**config.mk**
```make
export PLATFORM = sky130hd
export DESIGN_NAME = ums_channel
export DESIGN_NICKNAME = d
export VERILOG_FILES = /design/src/core/ums_pkg.sv /design/src/core/ums_channel.sv
export SDC_FILE = /design/constraint.sdc
export NUM_CORES = 1
export LEC_CHECK = 0
export BUFFER_PORTS_ARGS = -buffer_cell sky130_fd_sc_hd__buf_2
export CAP_MARGIN = 15
export CORE_MARGIN = 2
export CORE_UTILIZATION = 30
export CTS_CLUSTER_DIAMETER = 120
export CTS_CLUSTER_SIZE = 30
export DETAILED_ROUTE_END_ITERATION = 6
export SYNTH_ARGS = -nofsm -noshare
export SYNTH_HDL_FRONTEND = slang
export SYNTH_SLANG_ARGS = --single-unit
```
**constraint.sdc**
```tcl
create_clock -name i_clk -period 3.09 [get_ports i_clk]
set_input_delay 0.4635 -clock i_clk [delete_from_list [all_inputs] [get_ports i_clk]]
set_output_delay 0.4635 -clock i_clk [all_outputs]
set_load 0.005 [all_outputs]
```
**src/core/ums_pkg.sv**
```systemverilog
// constants, types and behaviour notes for the uart modem status channel
package ums_pkg;
    // register addresses on the three-bit address pins
    localparam logic [2:0] ADR_DATA     = 3'h0;
    localparam logic [2:0] ADR_INT_EN   = 3'h1;
    localparam logic [2:0] ADR_INT_ST   = 3'h2;
    localparam logic [2:0] ADR_LINE_FMT = 3'h3;
    localparam logic [2:0] ADR_MDM_CTL  = 3'h4;
    localparam logic [2:0] ADR_LINE_ST  = 3'h5;
    localparam logic [2:0] ADR_MDM_ST   = 3'h6;
    localparam logic [2:0] ADR_SCR      = 3'h7;
    // values after reset
    localparam logic [7:0] INT_EN_RST   = 8'h00;
    localparam logic [7:0] LINE_FMT_RST = 8'h00;
    localparam logic [7:0] MDM_CTL_RST  = 8'h00;
    localparam logic [7:0] SCR_RST      = 8'h00;
    localparam logic [7:0] LINE_ST_RST  = 8'h60;
    localparam logic [3:0] INT_NONE     = 4'h1;
    localparam logic [3:0] DLT_RST      = 4'h0;
    // interrupt identification codes, highest priority first
    localparam logic [3:0] INT_LINE     = 4'h6;
    localparam logic [3:0] INT_RX       = 4'h4;
    localparam logic [3:0] INT_TX       = 4'h2;
    localparam logic [3:0] INT_MDM      = 4'h0;
    // field positions
    localparam int CTL_DTR  = 0;
    localparam int CTL_RTS  = 1;
    localparam int CTL_OUT1 = 2;
    localparam int CTL_OUT2 = 3;
    localparam int CTL_LOOP = 4;
    localparam int FMT_BRK  = 6;
    localparam int EN_RX    = 0;
    localparam int EN_TX    = 1;
    localparam int EN_LINE  = 2;
    localparam int EN_MDM   = 3;
    // timing: one receive clock is one core clock
    localparam int CLK_NS       = 8;
    localparam int RCLK_NS      = 8;
    localparam int TX_MIN_RCLK  = 8;
    localparam int TX_START_DLY = (TX_MIN_RCLK * RCLK_NS + CLK_NS - 1) / CLK_NS;
    localparam logic [4:0] TX_CNT_END = 5'(TX_START_DLY - 1);
    // modem inputs, order matches status bits 7..4
    typedef struct packed {
        logic cd;
        logic ri;
        logic dsr;
        logic cts;
    } ums_modem_t;
endpackage

```
**src/core/ums_channel.sv**
```systemverilog
// one uart channel: modem status, scratch, reset defaults and event timing
`timescale 1ns/1ns
module ums_channel (
    input  wire logic               i_clk,               // core and receive clock
    input  wire logic               i_rst_b,             // async reset, active low
    input  wire logic               i_cs_n,              // chip select, active low
    input  wire logic [2:0]         i_addr,              // register address
    input  wire logic               i_read_strobe_n,     // read strobe, active low
    input  wire logic               i_write_strobe_n,    // write strobe, active low
    input  wire logic [7:0]         i_data,              // write data
    output logic [7:0]              o_data,              // read data
    output logic                    o_data_oe,           // read data drive enable
    input  wire ums_pkg::ums_modem_t i_modem_n,          // cd, ri, dsr, cts, active low
    input  wire logic               i_rx_stop,           // stop bit sampled pulse
    input  wire logic [7:0]         i_rx_byte,           // received character
    input  wire logic [3:0]         i_rx_err,            // break, framing, parity, overrun
    input  wire logic               i_tx_bit,            // serialiser line level
    input  wire logic               i_tx_done,           // shifter emptied pulse
    output logic                    o_tx,                // serial out
    output logic                    o_tx_load,           // start of character pulse
    output logic [7:0]              o_tx_byte,           // character for serialiser
    output logic                    o_rts_n,             // request to send
    output logic                    o_dtr_n,             // terminal ready
    output logic                    o_irq,               // interrupt level
    output logic                    o_irq_oe,            // interrupt pin enable
    output logic                    o_receive_ready_n,   // receive ready
    output logic                    o_transmit_ready_n   // transmit ready
);
    import ums_pkg::*;

    ////////////////////////////////////////////////////////////////////////
    // bus decode
    logic       rd_act;
    logic       wr_act;
    logic       rd_act_q;
    logic       wr_act_q;
    logic       rd_end;
    logic       wr_go;
    logic [2:0] rd_adr_q;
    assign rd_act = ~i_cs_n & ~i_read_strobe_n;
    assign wr_act = ~i_cs_n & ~i_write_strobe_n;
    assign wr_go  = wr_act & ~wr_act_q;
    assign rd_end = rd_act_q & ~rd_act;

    function automatic logic hit(input logic go, input logic [2:0] a, input logic [2:0] r);
        hit = go && (a == r);
    endfunction

    // strobe history for edge detection
    always_ff @(posedge i_clk or negedge i_rst_b) begin
        if (!i_rst_b) begin
            rd_act_q <= 1'b0;
            wr_act_q <= 1'b0;
            rd_adr_q <= 3'h0;
        end else begin
            rd_act_q <= rd_act;
            wr_act_q <= wr_act;
            if (rd_act) begin
                rd_adr_q <= i_addr;
            end
        end
    end

    ////////////////////////////////////////////////////////////////////////
    // control registers
    logic [7:0] interrupt_enable_reg;
    logic [7:0] line_format_reg;
    logic [7:0] modem_output_control_reg;
    logic [7:0] scratch_byte;
    always_ff @(posedge i_clk or negedge i_rst_b) begin
        if (!i_rst_b) begin
            interrupt_enable_reg     <= INT_EN_RST;
            line_format_reg          <= LINE_FMT_RST;
            modem_output_control_reg <= MDM_CTL_RST;
            scratch_byte             <= SCR_RST;
        end else begin
            if (hit(wr_go, i_addr, ADR_INT_EN)) interrupt_enable_reg <= {4'h0, i_data[3:0]};
            if (hit(wr_go, i_addr, ADR_LINE_FMT)) line_format_reg <= {1'b0, i_data[6:0]};
            if (hit(wr_go, i_addr, ADR_MDM_CTL)) modem_output_control_reg <= {3'h0, i_data[4:0]};
            if (hit(wr_go, i_addr, ADR_SCR)) scratch_byte <= i_data;
        end
    end

    ////////////////////////////////////////////////////////////////////////
    // modem input synchroniser and status
    ums_modem_t m_s1;
    ums_modem_t m_s2;
    logic [3:0] st_now;
    logic [3:0] st_q;
    logic       st_valid;
    logic [3:0] dlt_reg;
    logic [3:0] dlt_set;
    logic       loop;
    logic       mls_clr;
    assign loop = modem_output_control_reg[CTL_LOOP];
    // status nibble: inverted inputs or loop-back controls
    assign st_now = loop ? {modem_output_control_reg[CTL_OUT2], modem_output_control_reg[CTL_OUT1],
                            modem_output_control_reg[CTL_DTR], modem_output_control_reg[CTL_RTS]}
                         : ~m_s2;
    // cts, dsr, cd on any change; ring only on trailing edge of ring
    assign dlt_set = st_valid ? {st_q[3] ^ st_now[3], st_q[2] & ~st_now[2],
                                 st_q[1] ^ st_now[1], st_q[0] ^ st_now[0]} : 4'h0;
    assign mls_clr = rd_end && (rd_adr_q == ADR_MDM_ST);

    // two flops before any edge logic
    always_ff @(posedge i_clk or negedge i_rst_b) begin
        if (!i_rst_b) begin
            m_s1 <= '1;
            m_s2 <= '1;
        end else begin
            m_s1 <= i_modem_n;
            m_s2 <= m_s1;
        end
    end

    // change bits: a set in the clearing cycle wins
    always_ff @(posedge i_clk or negedge i_rst_b) begin
        if (!i_rst_b) begin
            st_q     <= 4'h0;
            st_valid <= 1'b0;
            dlt_reg  <= DLT_RST;
        end else begin
            st_q     <= st_now;
            st_valid <= 1'b1;
            dlt_reg  <= (mls_clr ? 4'h0 : dlt_reg) | dlt_set;
        end
    end

    ////////////////////////////////////////////////////////////////////////
    // receive side
    logic       rx_rdy;
    logic [3:0] ls_err;
    logic [7:0] rhr;
    always_ff @(posedge i_clk or negedge i_rst_b) begin
        if (!i_rst_b) begin
            rx_rdy <= 1'b0;
            ls_err <= 4'h0;
            rhr    <= 8'h00;
        end else begin
            if (i_rx_stop) begin
                rx_rdy <= 1'b1;
                rhr    <= rx_rdy ? rhr : i_rx_byte;
            end else if (rd_end && rd_adr_q == ADR_DATA) begin
                rx_rdy <= 1'b0;
            end
            // a clearing read drops old errors but never those of a new character
            ls_err <= ((rd_end && rd_adr_q == ADR_LINE_ST) ? 4'h0 : ls_err)
                      | (i_rx_stop ? (rx_rdy ? 4'h1 : i_rx_err) : 4'h0);
        end
    end
    assign o_receive_ready_n = ~rx_rdy;

    ////////////////////////////////////////////////////////////////////////
    // transmit side
    logic [7:0] thr;
    logic       thr_full;
    logic       tx_busy;
    logic       tx_int;
    logic       tx_pend;
    logic [4:0] tx_cnt;
    logic       tx_go;
    logic       thr_wr;
    logic       int_rd_tx;
    logic [3:0] int_code;
    assign thr_wr = hit(wr_go, i_addr, ADR_DATA);
    assign tx_go  = tx_pend && (tx_cnt == TX_CNT_END) && !tx_busy;
    assign int_rd_tx = rd_end && rd_adr_q == ADR_INT_ST && int_code == INT_TX;

    // holding register and start delay after the clearing write
    always_ff @(posedge i_clk or negedge i_rst_b) begin
        if (!i_rst_b) begin
            thr      <= 8'h00;
            thr_full <= 1'b0;
            tx_pend  <= 1'b0;
            tx_cnt   <= 5'h00;
            tx_int   <= 1'b1;
        end else begin
            if (thr_wr) begin
                thr      <= i_data;
                thr_full <= 1'b1;
                tx_pend  <= 1'b1;
                tx_cnt   <= 5'h00;
                tx_int   <= 1'b0;
            end else if (tx_go) begin
                thr_full <= 1'b0;
                tx_pend  <= 1'b0;
                tx_int   <= 1'b1;
            end else begin
                if (tx_pend && tx_cnt != TX_CNT_END) tx_cnt <= tx_cnt + 5'h01;
                if (int_rd_tx) tx_int <= 1'b0;
            end
        end
    end

    // shifter hand-off and line pins
    always_ff @(posedge i_clk or negedge i_rst_b) begin
        if (!i_rst_b) begin
            tx_busy            <= 1'b0;
            o_tx_load          <= 1'b0;
            o_tx_byte          <= 8'h00;
            o_tx               <= 1'b1;
            o_transmit_ready_n <= 1'b0;
        end else begin
            o_tx_load <= tx_go;
            o_tx      <= line_format_reg[FMT_BRK] ? 1'b0 : i_tx_bit;
            if (tx_go) begin
                o_tx_byte <= thr;
                tx_busy   <= 1'b1;
            end else if (i_tx_done) begin
                tx_busy   <= 1'b0;
            end
            if (o_tx_load) begin
                o_transmit_ready_n <= 1'b1;
            end else if (!tx_busy && !thr_full) begin
                o_transmit_ready_n <= 1'b0;
            end
        end
    end

    // modem outputs follow the control bits
    always_ff @(posedge i_clk or negedge i_rst_b) begin
        if (!i_rst_b) begin
            o_dtr_n  <= 1'b1;
            o_rts_n  <= 1'b1;
            o_irq_oe <= 1'b0;
        end else begin
            o_dtr_n  <= ~modem_output_control_reg[CTL_DTR];
            o_rts_n  <= ~modem_output_control_reg[CTL_RTS];
            o_irq_oe <= modem_output_control_reg[CTL_OUT2];
        end
    end

    ////////////////////////////////////////////////////////////////////////
    // interrupt priority
    logic [7:0] line_state_reg;
    always_comb begin
        if (interrupt_enable_reg[EN_LINE] && |ls_err) int_code = INT_LINE;
        else if (interrupt_enable_reg[EN_RX] && rx_rdy) int_code = INT_RX;
        else if (interrupt_enable_reg[EN_TX] && tx_int) int_code = INT_TX;
        else if (interrupt_enable_reg[EN_MDM] && |dlt_reg) int_code = INT_MDM;
        else int_code = INT_NONE;
    end
    assign o_irq = ~int_code[0];
    assign line_state_reg = {1'b0, !tx_busy && !thr_full, !thr_full, ls_err, rx_rdy};

    ////////////////////////////////////////////////////////////////////////
    // read data
    always_ff @(posedge i_clk or negedge i_rst_b) begin
        if (!i_rst_b) begin
            o_data    <= 8'h00;
            o_data_oe <= 1'b0;
        end else begin
            o_data_oe <= rd_act;
            case (i_addr)
                ADR_DATA: o_data <= rhr;
                ADR_INT_EN:   o_data <= interrupt_enable_reg;
                ADR_INT_ST:   o_data <= {4'h0, int_code};
                ADR_LINE_FMT: o_data <= line_format_reg;
                ADR_MDM_CTL:  o_data <= modem_output_control_reg;
                ADR_LINE_ST:  o_data <= line_state_reg;
                ADR_MDM_ST:   o_data <= {st_now, dlt_reg};
                ADR_SCR:  o_data <= scratch_byte;
                default:  o_data <= 8'h00;
            endcase
        end
    end

    ////////////////////////////////////////////////////////////////////////
    // checks
    property p_cts_chg;
        @(posedge i_clk) disable iff (!i_rst_b)
        (st_valid && st_q[0] != st_now[0]) |=> dlt_reg[0];
    endproperty
    a_cts_chg: assert property (p_cts_chg) else $error("cts change lost");

    property p_clr;
        @(posedge i_clk) disable iff (!i_rst_b)
        (mls_clr && dlt_set == 4'h0) |=> dlt_reg == 4'h0;
    endproperty
    a_clr: assert property (p_clr) else $error("change bits not cleared");

    property p_ri_rise;
        @(posedge i_clk) disable iff (!i_rst_b)
        (st_valid && !st_q[2] && st_now[2] && !dlt_reg[2]) |=> !dlt_reg[2];
    endproperty
    a_ri_rise: assert property (p_ri_rise) else $error("ring lead edge flagged");

    property p_keep;
        @(posedge i_clk) disable iff (!i_rst_b)
        (mls_clr && dlt_set[1]) |=> dlt_reg[1];
    endproperty
    a_keep: assert property (p_keep) else $error("change lost at read");

    property p_rx;
        @(posedge i_clk) disable iff (!i_rst_b)
        (i_rx_stop && interrupt_enable_reg[EN_RX]) |=> (!o_receive_ready_n && o_irq);
    endproperty
    a_rx: assert property (p_rx) else $error("rx late");

    property p_tx_start;
        @(posedge i_clk) disable iff (!i_rst_b)
        (thr_wr && !tx_pend && !tx_busy && !i_tx_done) ##1 (!thr_wr)[*8] |-> ##[0:15] o_tx_load;
    endproperty
    a_tx_start: assert property (p_tx_start) else $error("tx start late");

    property p_tx_early;
        @(posedge i_clk) disable iff (!i_rst_b)
        (thr_wr && !tx_go) |=> !o_tx_load [*7];
    endproperty
    a_tx_early: assert property (p_tx_early) else $error("tx start early");

    property p_transmit_ready_n;
        @(posedge i_clk) disable iff (!i_rst_b)
        o_tx_load |-> ##[1:8] o_transmit_ready_n;
    endproperty
    a_transmit_ready_n: assert property (p_transmit_ready_n) else $error("tx ready held");

    property p_ms_irq;
        @(posedge i_clk) disable iff (!i_rst_b)
        (interrupt_enable_reg[EN_MDM] && |dlt_reg) |-> o_irq;
    endproperty
    a_ms_irq: assert property (p_ms_irq) else $error("modem irq missing");

    property p_dtr;
        @(posedge i_clk) disable iff (!i_rst_b)
        $rose(modem_output_control_reg[CTL_DTR]) |=> !o_dtr_n;
    endproperty
    a_dtr: assert property (p_dtr) else $error("dtr not driven");

    property p_loop;
        @(posedge i_clk) disable iff (!i_rst_b)
        (loop && $stable(modem_output_control_reg))
            |-> st_now[0] == modem_output_control_reg[CTL_RTS] && st_now[3] == modem_output_control_reg[CTL_OUT2];
    endproperty
    a_loop: assert property (p_loop) else $error("loop status wrong");
endmodule

```
# [After elaboration in Yosys (flattened, before gate mapping)]
# Cells that the tools add are included.
[word_totals] inputBits=35 ff_bits=97 output_inout_bits=25
[op_classes] reduce_logical=32 bitwise_logic=21 n_eq_ne=14 n_mux=26 addsub=1
[ops] operator="8-bit one-hot mux with 8 select lines" count=1
[ops] operator="4-bit two-way mux" count=6
[ops] operator="3-bit equality test (second input constant)" count=6
[ops] operator="1-bit logical AND" count=18
[ops] operator="5-bit two-way mux" count=3
[ops] operator="1-bit two-way mux" count=13
[ops] operator="1-bit inverter" count=10
[ops] operator="2-bit nonzero test" count=5
[ops] operator="3-bit by 2-bit equality test with 1-bit output (second input constant)" count=3
[ops] operator="4-bit OR" count=2
[ops] operator="4-bit OR reduction" count=2
[ops] operator="3-bit zero test" count=2
[ops] operator="3-bit two-way mux" count=2
[ops] operator="5-bit by 1-bit adder with 5-bit output (second input constant)" count=1
[ops] operator="1-bit AND" count=5
[ops] operator="5-bit by 3-bit equality test with 1-bit output (second input constant)" count=1
[ops] operator="5-bit by 3-bit != test with 1-bit output (second input constant)" count=1
[ops] operator="4-bit by 2-bit equality test with 1-bit output (second input constant)" count=1
[ops] operator="4-bit inverter" count=1
[ops] operator="2-bit AND reduction" count=2
[ops] operator="3-bit by 1-bit equality test with 1-bit output (second input constant)" count=1
[ops] operator="3-bit nonzero test" count=1
[ops] operator="1-bit XOR" count=3
[ops] operator="1-bit zero test" count=2
[ops] operator="2 further kinds" count=2

# [Logic depth before layout (Yosys ltp)]
# Gate-level depths: netlist of the first run.
[depth] depth_word=11 mapped_depth=6 mapped_depth_nobuf=5

# [Least setup slack after synthesis of the first run]
# No wires, ideal clock.
[synth_path] path_type="register to output" start="reg ls_err[3]" end="out o_irq" stages_incl_launch_ff=4 path_slack_ns=1.496 t_arrival_ns=1.130 cell_sequence="dfrtp_1 o41a_1 a21o_1 nand3b_1"
[synth_between] elab_chain_cells=4
[synth_rtl] element="from (decl)" line="ums_channel.sv:132" rtl="logic [3:0] ls_err;"
[synth_rtl] element="from (signal assigned)" line="ums_channel.sv:147" rtl="ls_err <= ((rd_end && rd_adr_q == ADR_LINE_ST) ? 4'h0 : ls_err)"
[synth_rtl] element="4-bit OR reduction" line="ums_channel.sv:237" rtl="if (interrupt_enable_reg[EN_LINE] && |ls_err) int_code = INT_LINE;"
[synth_rtl] element="1-bit logical AND" line="ums_channel.sv:237"
[synth_rtl] element="3-bit two-way mux" line="ums_channel.sv:237"
[synth_rtl] element="1-bit inverter" line="ums_channel.sv:243" rtl="assign o_irq = ~int_code[0];"
[synth_rtl] element="to (decl)" line="ums_channel.sv:24" rtl="output logic o_irq,"
# No other way between the ends.

# [Final worst setup path of the first run]
# Same ends and word-level chain as after synthesis.

==> flow_metrics.tcl, run 1 <==
set metrics [dict create \
    drc 0 \
    first_pass_iters 4 \
    cts.sinks 97 \
    min_period_over_period 0.7267 \
    pwr_density_cell_nw_per_um2 765.6 \
    clk_latency_ns 0.35 \
    gp_congestion 0.8561 \
    io_buffers 59 \
    synth_edf_count 0 \
    arrival_ns 1.78 \
    synth_area_leaders "dfrtp_1 53%, mux2_2 13%, dfstp_2 7.9%" \
    final_cell_mix "85 x dfrtp_1, 58 x buf_2, 45 x mux2_2" \
    num_antenna_cells 0 \
    endpoint_kind "primary output" \
    grt_setup_unrepaired "false" \
    min_period_ns 2.245 \
    vdd_drop_max_mv 0.2994 \
    areaGrowthSynthToFinish_pct 18.93 \
    ys.flop_type "dfrtp_1" \
    final_common_cell "dfrtp_1" \
    htreeDepth 3 \
    yosysTopAreaCell "dfrtp_1" \
    die_x_um 119.5 \
    synth.distinct_cells 44 \
    final_core_util 0.3620 \
    grt_pass1_wl_um 15090 \
    grtUsageTotal 0.1393 \
    postSynthAreaPerCell_um2 12.57 \
    worstPathRequired_ns 2.63 \
    syn-num-nets 354 \
    netlist_instances 318 \
    fin_cells 560 \
    dp_hpwl_um 6576 \
    grt_overflow 0 \
    yosysSeqAreaShare 0.6108 \
    path_clk_slew_ns 0.07 \
    setup_tns_ns 0 \
    cts_buffers 9 \
    synth-seq-cells 97 \
    num_rows 42 \
    die-area_um2 14270 \
    antenna_found_initial 0 \
    worst_setup_path_start_kind "flip-flop" \
    worst-setup-path-type "reg -> out" \
    synth-async-reset-ratio 1.000 \
    vias_per_cell 4.711 \
    multi_input_area_um2 1456 \
    grt_max_degree 56 \
    nFillCells 1336 \
    power.leakage_uw 0.002202 \
    worstReg2RegStart "tx_cnt[3]" \
    pin_count 60 \
    start_util 0.3044 \
    fin_nets 415 \
    dp_cells 544 \
    syn-cell-area_um2 3999 \
    hp-class "in -> async" \
    finalClockSkew_ns 0.01016 \
    drv_slew 0 \
    clockRootBuffer "clkbuf_16" \
    tightest_slew_ns 0.7862 \
    drt_wl_total_um 9178 \
    post_cts_resized 0 \
    clockBufferDepth 2 \
    cts_hold_buf 0 \
    hold_viol 0 \
    crit_fanout 3 \
    drive_gt1_frac 0.3620 \
    yosys_warnings 0 \
    avgRoutedWirePerCell_um 16.39 \
    setup_viol 0 \
    ant_nets 0 \
    max_cap_viol_count 0 \
    postCtsSetupRepairBufs 0 \
    chipHeight_um 119.5 \
    critPathLaunch "ls_err[3]" \
    vias 2638 \
    relSlewSlack 0.4756 \
    ff_latch_area_um2 2442 \
    dr.first_iter.drc_count 202 \
    status "finished clean" \
    grt_pass1_vias 2734 \
    max_freq_mhz 445.3 \
    coreArea_um2 13140 \
    cts_tree "built" \
    synth.top_cell.area_share 0.5319 \
]
cells by family after synthesis:
| family | synth area share |
|---|---|
| DFF | 0.6108 |
| and+or+nand+nor | 0.1089 |
| muxes | 0.1611 |
| AOI/OAI and AO/OA | 0.07697 |
| buffers and inverters | 0.02503 |
| xor gates and xnor gates | 0.01314 |
| adders and majority gates | 0.003128 |
| other | 0.0009378 |
routing by layer:
| layer | track usage | routed length (um) | vias to the layer above |
|---|---|---|---|
| met2 | 0.2079 | 4175 | 75 |
| met3 | 0.04119 | 619 | 9 |
| met4 | 0.04044 | 121 | 0 |
| met1 | 0.1967 | 4261 | 1318 |
| li1 | - | - | 1236 |
| met5 | 0 | 0 | - |
per-stage QoR:
stage / cell area [um2] / hold WS [ns] / worst slack, ns / power, uW
after floorplan: 3999 / 0.1679 / 1.496 / 2296
after global placement: 4481 / 0.3473 / 0.9645 / 2589
after detailed placement: 4481 / 0.3475 / 0.9146 / 2618
after CTS: 4756 / 0.1796 / 0.8349 / 3679
after global routing: 4756 / 0.1949 / 0.7972 / 3860
final: 4756 / 0.1495 / 0.8445 / 3641
final cells by class:
type,instances,area share
clock buffer,12,0.05183
clock inverter,4,0.006051
inverter,11,0.008682
multi-input combinational,198,0.3062
sequential,97,0.5135
tap,176,0.04630
timing repair buffer,62,0.06735
report_power, final:
part / internal, uW / switching, uW / total (uW)
registers: 1610 / 245 / 1860
logic: 397 / 340 / 738
clock network: 570 / 477 / 1050
total: 2580 / 1060 / 3640
final timing paths:
path                                 to  slack [ns]  depth (start not counted)
max in group asynchronous          o_tx        2.10                          2
hold / removal             o_tx_byte[3]        0.15                          1
hold reg to reg                 m_s2[3]        0.35                          0
min in group i_clk              m_s1[0]        0.21                          1
setup / recovery                  o_irq        0.84                          4
setup reg to reg           o_tx_byte[5]        1.19                          3
synthesized netlist by cell type, types with 2 or more instances:
cell,number
buf_2,11
a21o_1,2
nor3_1,4
mux2i_1,7
and2_0,2
mux4_2,3
dfrtp_1,85
a22o_1,7
o31ai_1,3
nand2_1,43
nand3_1,3
nand2b_1,3
xor2_1,4
inv_1,11
nand4b_1,2
a221oi_1,4
a21oi_1,10
o21ai_0,8
xnor2_1,2
nand4_1,4
dfstp_2,12
mux2_2,45
nor2b_1,9
nor2_1,14
critical path, cell delays in order (launching register included):
cell and delay, ns:
dfrtp_1 0.42, o41a_1 0.44, a21o_1 0.19, nand3b_1 0.22
buf_2 0.17
Note: power is estimated with default switching activity, not from simulation.
==> run 2: changes to the inputs <==
- clock period: 3.09 -> 1.8 ns (I/O delays scaled with it)
==> run 2 against run 1 <==
Compared with the run above:
- the flow now finishes with violations (negative setup slack)
- non-clock buffer count increased by 15
- count of clock-buffer cells in the layout fell by 3
- routed wire length up 2.7%
- combinational power rose by 82%
- flip-flop and latch count did not move
- sequential power is 71% higher
==> flow_metrics.tcl, run 2 (same netlist as run 1, synthesis figures left out) <==
set metrics [dict create \
    max_cap_viol_count 0 \
    drive_gt1_frac 0.3910 \
    seqPwrFrac 0.499 \
    grt_setup_unrepaired "true" \
    endpoint_kind "primary output" \
    grt.met1_usage 0.1990 \
    swShare 0.2988 \
    use_met3 0.03544 \
    p_switching_uw 1904 \
    grt_pass1_wl_um 15300 \
    first_pass_iters 7 \
    areaGrowthSynthToFinish_pct 22.84 \
    dp_hpwl_um 6876 \
    coreArea_um2 13140 \
    top_usage_layer "met2" \
    dr.first_iter.drc_count 215 \
    finalClockSkew_ns 0.01255 \
    htreeDepth 3 \
    use_met2 0.2064 \
    power.leakage_uw 0.002293 \
    hold_viol 0 \
    clockPowerShare 0.290 \
    hp-class "in -> reg" \
    grt_pass1_vias 2823 \
    pin_count 60 \
    die-area_um2 14270 \
    setup_viol 1 \
    avgRoutedWirePerCell_um 16.40 \
    pwr_density_cell_nw_per_um2 1297 \
    drv_slew 0 \
    grt_max_degree 32 \
    arrival_ns 1.67 \
    drt_wl_total_um 9428 \
    min_period_over_period 1.078 \
    clk_latency_ns 0.35 \
    grtUsageTotal 0.1400 \
    fin_nets 430 \
    nFillCells 1312 \
    cts_buffers 9 \
    num_antenna_cells 0 \
    antenna_found_initial 0 \
    clockBufferDepth 2 \
    io_buffers 59 \
    worst_slack_ns -0.1410 \
    vias_per_cell 4.737 \
    worstRegToRegCells 5 \
    die_x_um 119.5 \
    start_util 0.3044 \
    final_core_util 0.3739 \
    max_freq_mhz 515.2 \
    drc 0 \
    p_int_uw 4467 \
    clockRootBuffer "clkbuf_16" \
    crit_fanout 2 \
    dpl_cell_area_um2 4596 \
    multi_input_area_um2 1461 \
    worst_setup_path_start_kind "flip-flop" \
    gp_congestion 0.8148 \
    violations "negative setup slack" \
    path_clk_slew_ns 0.07 \
    status "finished, violations left" \
    min_period_ns 1.941 \
    vias 2724 \
    worstPathRequired_ns 1.53 \
    ant_nets 0 \
    ff_latch_area_um2 2442 \
    chipHeight_um 119.5 \
    grt_overflow 0 \
    vdd_drop_max_mv 0.5664 \
    final_cell_mix "85 x dfrtp_1, 58 x buf_2, 45 x mux2_2" \
    finalInstanceArea_um2 4912 \
    num_rows 42 \
    power_frac_comb 0.211 \
    preCtsSetupSlack_ns 0.1463 \
    final_common_cell "dfrtp_1" \
    cts_tree "built" \
    holdPathStages 1 \
    cts.sinks 97 \
    worst-setup-path-type "reg -> out" \
]
-- run 2: cell types whose count changed in the layout (fill, tap and decap cells not counted), sizes merged --
| cell | before | now |
|---|---|---|
| inv | 12 | 14 |
| buf | 62 | 76 |
| dlygate4sd3 | 0 | 1 |
| clkinvlp | 2 | 1 |
| clkinv | 1 | 3 |
| clkbuf | 12 | 9 |
-- run 2: area by class of cell --
type | count | share of cell area
well taps | 176 | 0.04483
inverters | 11 | 0.008406
flip-flops and latches | 97 | 0.4972
repair buffers | 77 | 0.09373
multi-input cells | 198 | 0.2975
clock inverters | 7 | 0.01248
clock buffers | 9 | 0.04585
-- run 2: path summary, 6_finish.rpt --
path | end | slack [ns] | startpoint
setup / recovery | o_irq | -0.14 | ls_err[3]
hold / removal | m_s1[0] | 0.02 | i_modem_n[0]
setup reg to reg | tx_int | 0.19 | ls_err[3]
hold reg to reg | m_s2[3] | 0.36 | m_s1[3]
max in group asynchronous | tx_int | 0.82 | i_rst_b
min in group asynchronous | thr[5] | 0.39 | i_rst_b
-- run 2: worst max-delay path, cell delays in order, from the launching register on --
cell	delay, ns
dfrtp_1	0.39
o41a_1	0.44
a21o_1	0.17
nand3b_1	0.17
buf_2	0.16
-- run 2: metal layers --
metal / share of wire / wire [um] / vias to the layer above
met5: 0 / 0 / -
met4: 0.018 / 165 / 0
met3: 0.046 / 430 / 15
met2: 0.45 / 4228 / 84
met1: 0.49 / 4604 / 1351
li1: - / - / 1274
-- run 2: power by group through the flow --
stage / logic [uW] / clock network (uW) / registers, uW
detailed placement: 1330 / 0 / 3210
floorplan: 881 / 0 / 3060
global placement: 1290 / 0 / 3190
finish: 1340 / 1850 / 3180
CTS: 1360 / 1900 / 3170
global route: 1520 / 1980 / 3260
-- run 2: stage by stage --
stage / power [uW] / setup TNS [ns] / hold WS [ns] / instances
2_1_floorplan: 3942 / 0 / -0.02559 / 318
3_3_place_gp: 4477 / 0 / 0.2329 / 556
3_5_place_dp: 4537 / 0 / 0.2384 / 556
4_1_cts: 6438 / -0.1612 / 0.0009433 / 575
5_1_grt: 6755 / -0.2142 / 0.007077 / 575
6_report: 6371 / -0.1410 / 0.01821 / 575
-- run 2: what timing repair did --
action	in CTS	in global routing
hold buffers	1	0
setup endpoints to repair	1	2
buffers inserted	2	0
pin swaps	0	0
hold endpoints to repair	27	0
gates resized for setup	0	1
